===== config.mk =====
export PLATFORM = sky130hd
export DESIGN_NAME = tsk_sensor_ctrl
export DESIGN_NICKNAME = d
export VERILOG_FILES = /design/src/rtl/tsk_pkg.sv /design/src/rtl/tsk_sensor_ctrl.sv
export SDC_FILE = /design/constraint.sdc
export NUM_CORES = 1
export LEC_CHECK = 0
export ABC_AREA = 1
export BUFFER_PORTS_ARGS = -buffer_cell sky130_fd_sc_hd__buf_2
export CORE_ASPECT_RATIO = 2
export CORE_MARGIN = 10
export CORE_UTILIZATION = 60
export DETAILED_ROUTE_END_ITERATION = 10
export PLACE_DENSITY = 0.91
export SLEW_MARGIN = 10
export SYNTH_ARGS = -nofsm -noshare
export SYNTH_HDL_FRONTEND = slang
export SYNTH_SLANG_ARGS = --single-unit

===== constraint.sdc =====
create_clock -name clk -period 3.6 [get_ports clk]
set_input_delay 0.36 -clock clk [delete_from_list [all_inputs] [get_ports clk]]
set_output_delay 0.36 -clock clk [all_outputs]
set_load 0.02 [all_outputs]

===== src/rtl/tsk_pkg.sv =====
// Package: constants and types for the touch sensor clock, mask and serial port
package tsk_pkg;
  // ****************************************
  // Clock setting register
  // ****************************************
  localparam logic [2:0] TSK_TRIM_RESET = 3'h4;
  localparam logic [1:0] TSK_COARSE_RESET = 2'h1;
  localparam logic [1:0] TSK_DIV64 = 2'h0;
  localparam logic [1:0] TSK_DIV16 = 2'h1;
  localparam logic [1:0] TSK_DIV4 = 2'h2;
  localparam logic [1:0] TSK_DIV1 = 2'h3;
  localparam int TSK_TRIM_LSB = 0;
  localparam int TSK_COARSE_LSB = 3;
  localparam int TSK_UNUSED_BIT = 5;
  localparam int TSK_CLKIN_BIT = 6;
  localparam int TSK_CLKOUT_BIT = 7;
  localparam logic [7:0] TSK_CLOCK_SETTING_REGISTER_RESET = 8'h0C;
  localparam logic [7:0] TSK_MASK_RESET = 8'hFF;
  localparam logic [7:0] TSK_CFG_RESET = 8'h00;
  // ****************************************
  // Timing
  // ****************************************
  localparam int TSK_SAMPLE_DIV = 8;
  localparam int TSK_NCHAN = 8;
  localparam logic [7:0] TSK_FINE_STEPS = 8'h10;
  // Trim phase accumulator: step = 8*m, m in eighths (0.5 -> 4)
  localparam logic [5:0] TSK_TRIM_BASE = 6'h04;
  // ****************************************
  // Serial addressing and commands
  // ****************************************
  localparam logic [5:0] TSK_ADDR_FIXED = 6'h10;
  localparam logic [7:0] TSK_CMD_WR_CLOCK = 8'h01;
  localparam logic [7:0] TSK_CMD_RD_CLOCK = 8'h02;
  localparam logic [7:0] TSK_CMD_WR_MASK = 8'h03;
  localparam logic [7:0] TSK_CMD_RD_MASK = 8'h04;
  localparam logic [7:0] TSK_CMD_WR_CONFIG = 8'h05;
  localparam logic [7:0] TSK_CMD_RD_CONFIG = 8'h06;
  localparam int TSK_CFG_MASKED_SAMPLING_SELECT_BIT = 0;
  localparam int TSK_CFG_REGOFF_BIT = 1;
  localparam int TSK_CFG_SECONDARY_BIT = 2;

  typedef enum logic [4:0] {
    TSK_IDLE = 5'h01,
    TSK_RECV = 5'h02,
    TSK_ACK = 5'h04,
    TSK_SEND = 5'h08,
    TSK_MACK = 5'h10
  } tsk_state_type;

  typedef enum logic [3:0] {
    TSK_CH_OFF = 4'h1,
    TSK_CH_FAST = 4'h2,
    TSK_CH_FINE = 4'h4,
    TSK_CH_RUN = 4'h8
  } tsk_chan_type;

  typedef struct packed {
    logic scl;
    logic sda_in;
    logic sda_out;
    logic sda_oe;
  } tsk_bus_type;
endpackage : tsk_pkg


===== src/rtl/tsk_sensor_ctrl.sv =====
// Module: clock division, channel masking, start-up and serial slave port
`timescale 1ns/100ps

// Summary of operation
// - Oscillator rate is nominal times trim factor 0.5..1.75; reset 100 gives one.
// - Internal clock is oscillator divided by 1, 4, 16 or 64.
// - Sample rate is internal clock over 8; channels sampled in turn.
// - Secondary mode stops internal generator, timing from external clock pin.
// - Unused clock register bit written zero; reads may return either.
// - Every clock register bit is writable and readable by command.
// - Channel enable mask, one bit per channel, resets all ones.
// - Masked-sampling off: disabled channels sampled but cannot update state.
// - Masked-sampling on: disabled channels skipped entirely.
// - A newly enabled channel runs fast start-up.
// - Serial port and registers stay alive while regulated domain is off.
// - Power-on resets all registers; regulator starts enabled.
// - Each channel charges fast, then fine steps, then enables counters.
// - Start-up runs independently per channel.
// - Data pin is input or open-drain output driving only low.
// - One bit per clock pulse; data stable while clock high.
// - Falling data with clock high is start; rising is stop.
// - Each byte acknowledged; addressed slave acknowledges received bytes.
// - Acknowledger holds data low through acknowledge clock high phase.
// - Master read not acknowledged ends send; slave releases data line.
// - Slave address 010000 plus address-select pin plus read/write.
// - Coarse field 00 /64, 01 /16 reset, 10 /4, 11 /1.
// - Secondary mode inverts external clock to replace internal clock.
module tsk_sensor_ctrl
  import tsk_pkg::*;
#(
  parameter logic [7:0] FAST_THRESHOLD = 8'hC0
) (
  input wire logic clk,
  input wire logic rstn,
  input wire logic scl,
  input wire logic sda_in,
  output logic sda_out,
  output logic sda_oe,
  input wire logic addr_select_pin,
  input wire logic ext_clk_in,
  input wire logic [7:0] sensor_event,
  input wire logic [7:0] cap_level,
  output logic [7:0] sensor_state_register,
  output logic [7:0] sample_strobe,
  output logic [7:0] counters_enable,
  output logic [7:0] fast_charge,
  output logic [7:0] fine_charge,
  output logic regulator_off_bit,
  output logic masked_sampling_select,
  output logic sample_clk
);
  // ****************************************
  // Registers
  // ****************************************
  logic [7:0] clock_setting_register;
  logic [7:0] chan_enable_bits;
  logic [7:0] config_reg;
  logic [2:0] osc_trim_field;
  logic [1:0] coarse_clk_divider_field;
  logic secondary_mode;

  assign osc_trim_field = clock_setting_register[TSK_TRIM_LSB +: 3];
  assign coarse_clk_divider_field = clock_setting_register[TSK_COARSE_LSB +: 2];
  assign masked_sampling_select = config_reg[TSK_CFG_MASKED_SAMPLING_SELECT_BIT];
  assign regulator_off_bit = config_reg[TSK_CFG_REGOFF_BIT];
  assign secondary_mode = config_reg[TSK_CFG_SECONDARY_BIT];
  // ****************************************
  // Serial bus edge detection
  // ****************************************
  logic scl_q, sda_q;
  always_ff @(posedge clk or negedge rstn) begin
    if (!rstn) begin
      scl_q <= 1'b1;
      sda_q <= 1'b1;
    end else begin
      scl_q <= scl;
      sda_q <= sda_in;
    end
  end
  logic scl_rise, scl_fall, start_cond, stop_cond;
  assign scl_rise = scl & ~scl_q;
  assign scl_fall = ~scl & scl_q;
  assign start_cond = scl & scl_q & sda_q & ~sda_in;
  assign stop_cond = scl & scl_q & ~sda_q & sda_in;
  // ****************************************
  // Serial slave state machine
  // ****************************************
  tsk_state_type state;
  logic [7:0] shift;
  logic [2:0] bitcnt;
  logic [1:0] bytecnt;
  logic [7:0] cmd;
  logic reading;
  logic ack_drive;
  logic [7:0] tx_data;
  always_comb begin
    unique case (cmd)
      TSK_CMD_RD_CLOCK: tx_data = clock_setting_register;
      TSK_CMD_RD_MASK: tx_data = chan_enable_bits;
      TSK_CMD_RD_CONFIG: tx_data = config_reg;
      default: tx_data = sensor_state_register;
    endcase
  end
  logic wr_strobe;
  assign wr_strobe = (state == TSK_RECV) && scl_rise && (bitcnt == 3'h7)
    && (bytecnt == 2'h2);
  always_ff @(posedge clk or negedge rstn) begin
    if (!rstn) begin
      state <= TSK_IDLE;
      shift <= 8'h00;
      bitcnt <= 3'h0;
      bytecnt <= 2'h0;
      cmd <= 8'h00;
      reading <= 1'b0;
      ack_drive <= 1'b0;
    end else if (start_cond) begin
      state <= TSK_RECV;
      bitcnt <= 3'h0;
      bytecnt <= 2'h0;
      reading <= 1'b0;
      ack_drive <= 1'b0;
    end else if (stop_cond) begin
      state <= TSK_IDLE;
      cmd <= 8'h00;
      ack_drive <= 1'b0;
    end else begin
      unique case (state)
        TSK_IDLE: ack_drive <= 1'b0;
        TSK_RECV: if (scl_rise) begin
          shift <= {shift[6:0], sda_in};
          bitcnt <= bitcnt + 3'h1;
          if (bitcnt == 3'h7) begin
            state <= TSK_ACK;
            if (bytecnt == 2'h0) begin
              if ({shift[6:1], shift[0]} ==
                  {TSK_ADDR_FIXED, addr_select_pin}) begin
                reading <= sda_in;
              end else begin
                state <= TSK_IDLE;
              end
            end else begin
              if (bytecnt == 2'h1) cmd <= {shift[6:0], sda_in};
            end
          end
        end
        // pull low from the fall after bit 8 until the next fall
        TSK_ACK: if (scl_fall && !ack_drive) begin
          ack_drive <= 1'b1;
        end else if (scl_fall) begin
          ack_drive <= 1'b0;
          if (bytecnt != 2'h2) bytecnt <= bytecnt + 2'h1;
          if (reading) begin
            state <= TSK_SEND;
            shift <= tx_data;
          end else begin
            state <= TSK_RECV;
          end
        end
        TSK_SEND: if (scl_fall) begin
          shift <= {shift[6:0], 1'b0};
          bitcnt <= bitcnt + 3'h1;
          if (bitcnt == 3'h7) state <= TSK_MACK;
        end
        TSK_MACK: if (scl_rise) begin
          if (sda_in) state <= TSK_IDLE;
        end else if (scl_fall) begin
          state <= TSK_SEND;
          shift <= tx_data;
        end
        default: state <= TSK_IDLE;
      endcase
    end
  end
  always_ff @(posedge clk or negedge rstn) begin
    if (!rstn) sda_oe <= 1'b0;
    else sda_oe <= (state == TSK_ACK && ack_drive) ||
      (state == TSK_SEND && !shift[7]);
  end
  assign sda_out = 1'b0;
  // ****************************************
  // Register writes
  // ****************************************
  // registers live in the always-on domain, no regulator dependence
  always_ff @(posedge clk or negedge rstn) begin
    if (!rstn) begin
      clock_setting_register <= TSK_CLOCK_SETTING_REGISTER_RESET;
      chan_enable_bits <= TSK_MASK_RESET;
      config_reg <= TSK_CFG_RESET;
    end else if (wr_strobe) begin
      unique case (cmd)
        // unused bit stored as written, read back unchanged
        TSK_CMD_WR_CLOCK: clock_setting_register <= {shift[6:0], sda_in};
        TSK_CMD_WR_MASK: chan_enable_bits <= {shift[6:0], sda_in};
        TSK_CMD_WR_CONFIG: config_reg <= {shift[6:0], sda_in};
        default: ;
      endcase
    end
  end
  // ****************************************
  // Clock generation
  // ****************************************
  // Trimmed oscillator modelled as a phase accumulator; overflow is a tick.
  // step = 8 * factor in eighths, carry at 64 gives nominal/8 rate
  logic [6:0] osc_acc;
  logic osc_tick;
  logic [5:0] trim_step;
  assign trim_step = osc_trim_field[2] ? {2'h0, osc_trim_field, 1'b0} :
    TSK_TRIM_BASE + {3'h0, osc_trim_field};
  always_ff @(posedge clk or negedge rstn) begin
    if (!rstn) begin
      osc_acc <= 7'h00;
      osc_tick <= 1'b0;
    end else begin
      osc_acc <= {1'b0, osc_acc[5:0]} + {1'b0, trim_step};
      osc_tick <= osc_acc[6];
    end
  end
  logic [5:0] div_cnt;
  logic [5:0] div_max;
  always_comb begin
    unique case (coarse_clk_divider_field)
      TSK_DIV64: div_max = 6'h3F;
      TSK_DIV16: div_max = 6'h0F;
      TSK_DIV4: div_max = 6'h03;
      TSK_DIV1: div_max = 6'h00;
    endcase
  end
  logic ext_q, int_tick, clk_tick;
  always_ff @(posedge clk or negedge rstn) begin
    if (!rstn) begin
      div_cnt <= 6'h00;
      int_tick <= 1'b0;
      ext_q <= 1'b0;
    end else begin
      ext_q <= ext_clk_in;
      int_tick <= 1'b0;
      if (secondary_mode) begin
        div_cnt <= 6'h00;
      end else if (osc_tick) begin
        if (div_cnt >= div_max) begin
          div_cnt <= 6'h00;
          int_tick <= 1'b1;
        end else begin
          div_cnt <= div_cnt + 6'h01;
        end
      end
    end
  end
  // inverted external clock, tick on its falling edge
  assign clk_tick = secondary_mode ? (ext_q & ~ext_clk_in) : int_tick;
  // sequential channel sampling, one channel per internal clock
  logic [2:0] chan_idx;
  logic [2:0] div8;
  always_ff @(posedge clk or negedge rstn) begin
    if (!rstn) begin
      chan_idx <= 3'h0;
      div8 <= 3'h0;
      sample_clk <= 1'b0;
    end else if (clk_tick) begin
      div8 <= div8 + 3'h1;
      sample_clk <= (div8 < 3'h4);
      chan_idx <= chan_idx + 3'h1;
    end
  end
  // ****************************************
  // Per-channel sampling and start-up
  // ****************************************
  logic [7:0] en_q;
  always_ff @(posedge clk or negedge rstn) begin
    if (!rstn) en_q <= TSK_MASK_RESET;
    else en_q <= chan_enable_bits;
  end

  generate
    for (genvar i = 0; i < TSK_NCHAN; i++) begin : g_chan
      tsk_chan_type cst;
      logic [7:0] fine_cnt;
      logic hit;
      // skip disabled channels when masked sampling is on
      assign hit = clk_tick && (chan_idx == 3'(i)) &&
        (chan_enable_bits[i] || !masked_sampling_select);
      always_ff @(posedge clk or negedge rstn) begin
        if (!rstn) sample_strobe[i] <= 1'b0;
        else sample_strobe[i] <= hit;
      end
      always_ff @(posedge clk or negedge rstn) begin
        if (!rstn) begin
          cst <= TSK_CH_FAST;
          fine_cnt <= 8'h00;
        end else if (chan_enable_bits[i] && !en_q[i]) begin
          cst <= TSK_CH_FAST;
          fine_cnt <= 8'h00;
        end else if (hit) begin
          unique case (cst)
            TSK_CH_FAST: if (cap_level >= FAST_THRESHOLD) cst <= TSK_CH_FINE;
            TSK_CH_FINE: begin
              fine_cnt <= fine_cnt + 8'h01;
              if (fine_cnt == TSK_FINE_STEPS - 8'h01) cst <= TSK_CH_RUN;
            end
            TSK_CH_RUN: ;
            default: cst <= TSK_CH_FAST;
          endcase
        end
      end
      assign fast_charge[i] = (cst == TSK_CH_FAST);
      assign fine_charge[i] = (cst == TSK_CH_FINE);
      assign counters_enable[i] = (cst == TSK_CH_RUN);
      always_ff @(posedge clk or negedge rstn) begin
        if (!rstn) begin
          sensor_state_register[i] <= 1'b0;
        // only enabled, running channels update the state
        end else if (hit && chan_enable_bits[i] && cst == TSK_CH_RUN) begin
          sensor_state_register[i] <= sensor_event[i];
        end
      end
    end
  endgenerate
endmodule : tsk_sensor_ctrl


==> impl_metrics.csv <==
group,metric,value,unit
outcome,status,"finished, final reports clean",
floorplan,start_util,0.6145,
worst_hold_path,hold_path_class,"input pin to flip-flop",
timing,relSlewSlack,0.5902,
critical_path,critical_path.top_delay_family,"simple AND/OR/NAND/NOR gates",
critical_path,crit_chain,"ha_1 -> nand3_1 -> inv_1 -> nor2_1 -> nand3_1 -> nand2_1 -> nor2_1 -> nand2_1 -> o21ai_0",
synthesis,synth_top_flop_cell,"dfrtp_1",
synthesis,synth.top_cells.by_count,"nand2_1 (272), inv_1 (176), dfrtp_1 (161)",
critical_path,cp.arrival,2.49,ns
cts,clk_path_buf_depth,2,
cts,cts.sinks,190,
synthesis,syn_nets,1363,
synthesis,synth_compound_area_frac,0.1048,
placement,port_buffers,59,
routing,ant_nets,0,
power_and_ir_drop,cellLeakagePower,5.801,nW
cts,cts-resized-gates,0,
final_layout,areaGrowthSynthToFinish,10.46,%
cts,clk_latency,0.45,ns
final_layout,antennaDiodeCount,0,
cts,cts_buffers,17,
synthesis,synth_area_leaders,"dfrtp_1 (39%), nand2_1 (9.9%), dfstp_2 (7.4%)",
critical_path,cpPeakStageDelay,0.41,ns
grt,antenna_found_initial,0,
power_and_ir_drop,p_total,4.641,mW
routing,drtPass1Iterations,6,
routing,wl_per_cell,16.05,µm
timing,max_slew.worst_pin.slew,0.6124,ns
timing,fin_crit,2.170,ns
synthesis,synth_area_per_cell,7.917,µm²
synthesis,yosysTopAreaCellShare,0.3891,
final_layout,top_regs,"g_chan.fine_cnt: 64 flops, g_chan.cst: 24 flops",
critical_path,cp_slowest_cell,"nor2_1",
synthesis,synthMuxAreaShare,0.004108,
critical_path,critPathCaptureType,"flip-flop",
final_layout,nets,1426,
routing,finalWirelength,25.54,mm
routing,viasPerCell,5.818,
grt,grt_pass1_vias,9484,
power_and_ir_drop,p_per_area,405.7,mW/mm²
placement,place_congestion,0.9047,
floorplan,ios,67,
synthesis,synth_top_area_cell,"dfrtp_1",
final_layout,top_register,"g_chan.fine_cnt",
timing,max_freq,460.9,MHz
floorplan,coreArea,0.01685,mm²
floorplan,die_area,0.02323,mm²
timing,slew_violations,0,
grt,grt_max_degree,85,
grt,grt_pass1_wl,42.97,mm
grt,overflow,0,
placement,hpwlAfterDp,18.14,mm
synthesis,synth-seq-area-share,0.4627,
cts,cts.htree.levels,4,
synthesis,ys_async_sr_fraction,1.000,
power_and_ir_drop,ir_drop,0.2961,mV
floorplan,num_rows,67,
routing,drt_iter0_markers,811,
floorplan,dieWidth,112.9,µm
grt,track_usage,0.2230,
timing,whs,0.04027,ns
run,cap_violations,0,
timing,finalHoldViolations,0,
synthesis,synth_edf_count,0,
synthesis,yosys.area_share.simple,0.2881,
timing,rsz0062_at_grt,"no",
timing,fin_tns_setup,0,ns
timing,worst_clock_skew,0.008747,ns
critical_path,start_kind,"flip-flop",
timing,setup_viol,0,
final_layout,n_fill_cell,1248,
floorplan,die_h,205.8,µm
routing,drc,0,
final_layout,drive_gt1_frac,0.1416,
routing,vias,9257,
timing,finalCritPeriodShare,0.6027,
synthesis,synth_cells,1308,
synthesis,synth_top_family_by_area,"simple AND/OR/NAND/NOR gates",
synthesis,synthAdderAreaFrac,0.04060,
critical_path,critical_path_buf_inv_count,1,
synthesis,yosys_warnings,0,
synthesis,synth_xor_area_frac,0.02030,
critical_path,critPathMaxFanout,12,
critical_path,critPathKind,"flip-flop to flip-flop",
final_layout,largest_register_ffs,64,
cts,path_clk_slew,0.08,ns
synthesis,synth_area,0.01035,mm²
cts,cts-root-buf,"clkbuf_16",
cts,cts_tree,"built",
synthesis,synth_seq_cells,190,
synthesis,synth_most_common_cell,"nand2_1",
critical_path,crit_required,3.92,ns
synthesis,synth_cell_type_count,48,
[worst reg2reg max path: stages, from the launching register on]
cell	delay (ns)
dfstp_2	0.38
ha_1	0.20
nand3_1	0.36
inv_1	0.11
nor2_1	0.41
nand3_1	0.18
nand2_1	0.10
nor2_1	0.04
nand2_1	0.17
o21ai_0	0.11
[per-stage QoR]
step,std cells,instance area [µm²],worst slack (ns),util
2_1_floorplan,1308,10350,1.803,-
3_3_place_gp,1558,10830,1.392,0.6426
3_5_place_dp,1558,10830,1.352,0.6426
4_1_cts,1591,11440,1.482,0.6788
5_1_grt,1591,11440,1.260,0.6788
6_report,1591,11440,1.430,0.6788
[power by group]
| part | internal [mW] | switching, mW | leakage (nW) | total (mW) |
|---|---|---|---|---|
| Combinational | 0.117 | 0.291 | 3.04 | 0.408 |
| Sequential | 2.21 | 0.0656 | 2.46 | 2.28 |
| Clock | 1.05 | 0.906 | 0.297 | 1.96 |
[per-layer routing]
metal	global-route usage	wire (µm)
met1	0.2147	8896
met2	0.4091	13810
met3	0.03908	1146
met4	0.1662	1683
met5	0	0
[cells in the final DEF (no fill, tap or decap), types with 4 or more instances in the layout]
cell         n
nand2_1    272
inv_1      176
dfrtp_1    161
nor2_1     153
nand3_1    127
o21ai_0     95
buf_2       58
a21oi_1     49
nor3_1      35
ha_1        32
nand4_1     30
dfstp_2     29
o21ai_2     23
xor2_1      20
clkbuf_16   17
nand2_2     15
nand3_2      7
inv_2        7
nor2_4       6
o22ai_1      5
inv_6        5
xnor2_1      4
o21ai_1      4
inv_8        4
[what timing repair did]
action,4_1_cts,5_1_grt
hold buffers,1,0
endpoints found under the hold margin,54,0
setup endpoints to repair,0,0
setup buffers,0,0
[final cells by class]
class | count | area [µm²] | area share
Tap cell | 207 | 259.0 | 0.02264
Inverter | 185 | 694.4 | 0.06071
Clock buffer | 17 | 425.4 | 0.03719
Sequential cell | 190 | 4791 | 0.4188
Clock inverter | 15 | 175.2 | 0.01531
Multi-Input combinational cell | 914 | 4745 | 0.4148
Timing Repair Buffer | 63 | 349.1 | 0.03052
[worst paths after layout]
kind                            start                    end  slack [ns]  cells past startpoint
max                             scl_q               state[1]        1.43                      9
min                               scl                  scl_q        0.04                      1
max reg2reg                     scl_q               state[1]        1.43                      9
min reg2reg                osc_acc[6]               osc_tick        0.35                      0
max in group asynchronous        rstn       g_chan[6].cst[1]        2.15                      3
min in group asynchronous        rstn  g_chan[1].fine_cnt[3]        0.46                      2
[kinds of logic after synthesis]
| family | count (synthesis) |
|---|---|
| AOI/OAI and AO/OA | 189 |
| DFF | 190 |
| buffers and inverters | 204 |
| and+or+nand+nor | 663 |
| muxes | 4 |
| xor gates and xnor gates | 24 |
| adders and majority gates | 33 |
| other | 1 |
Power figures use the tool's default switching activity.
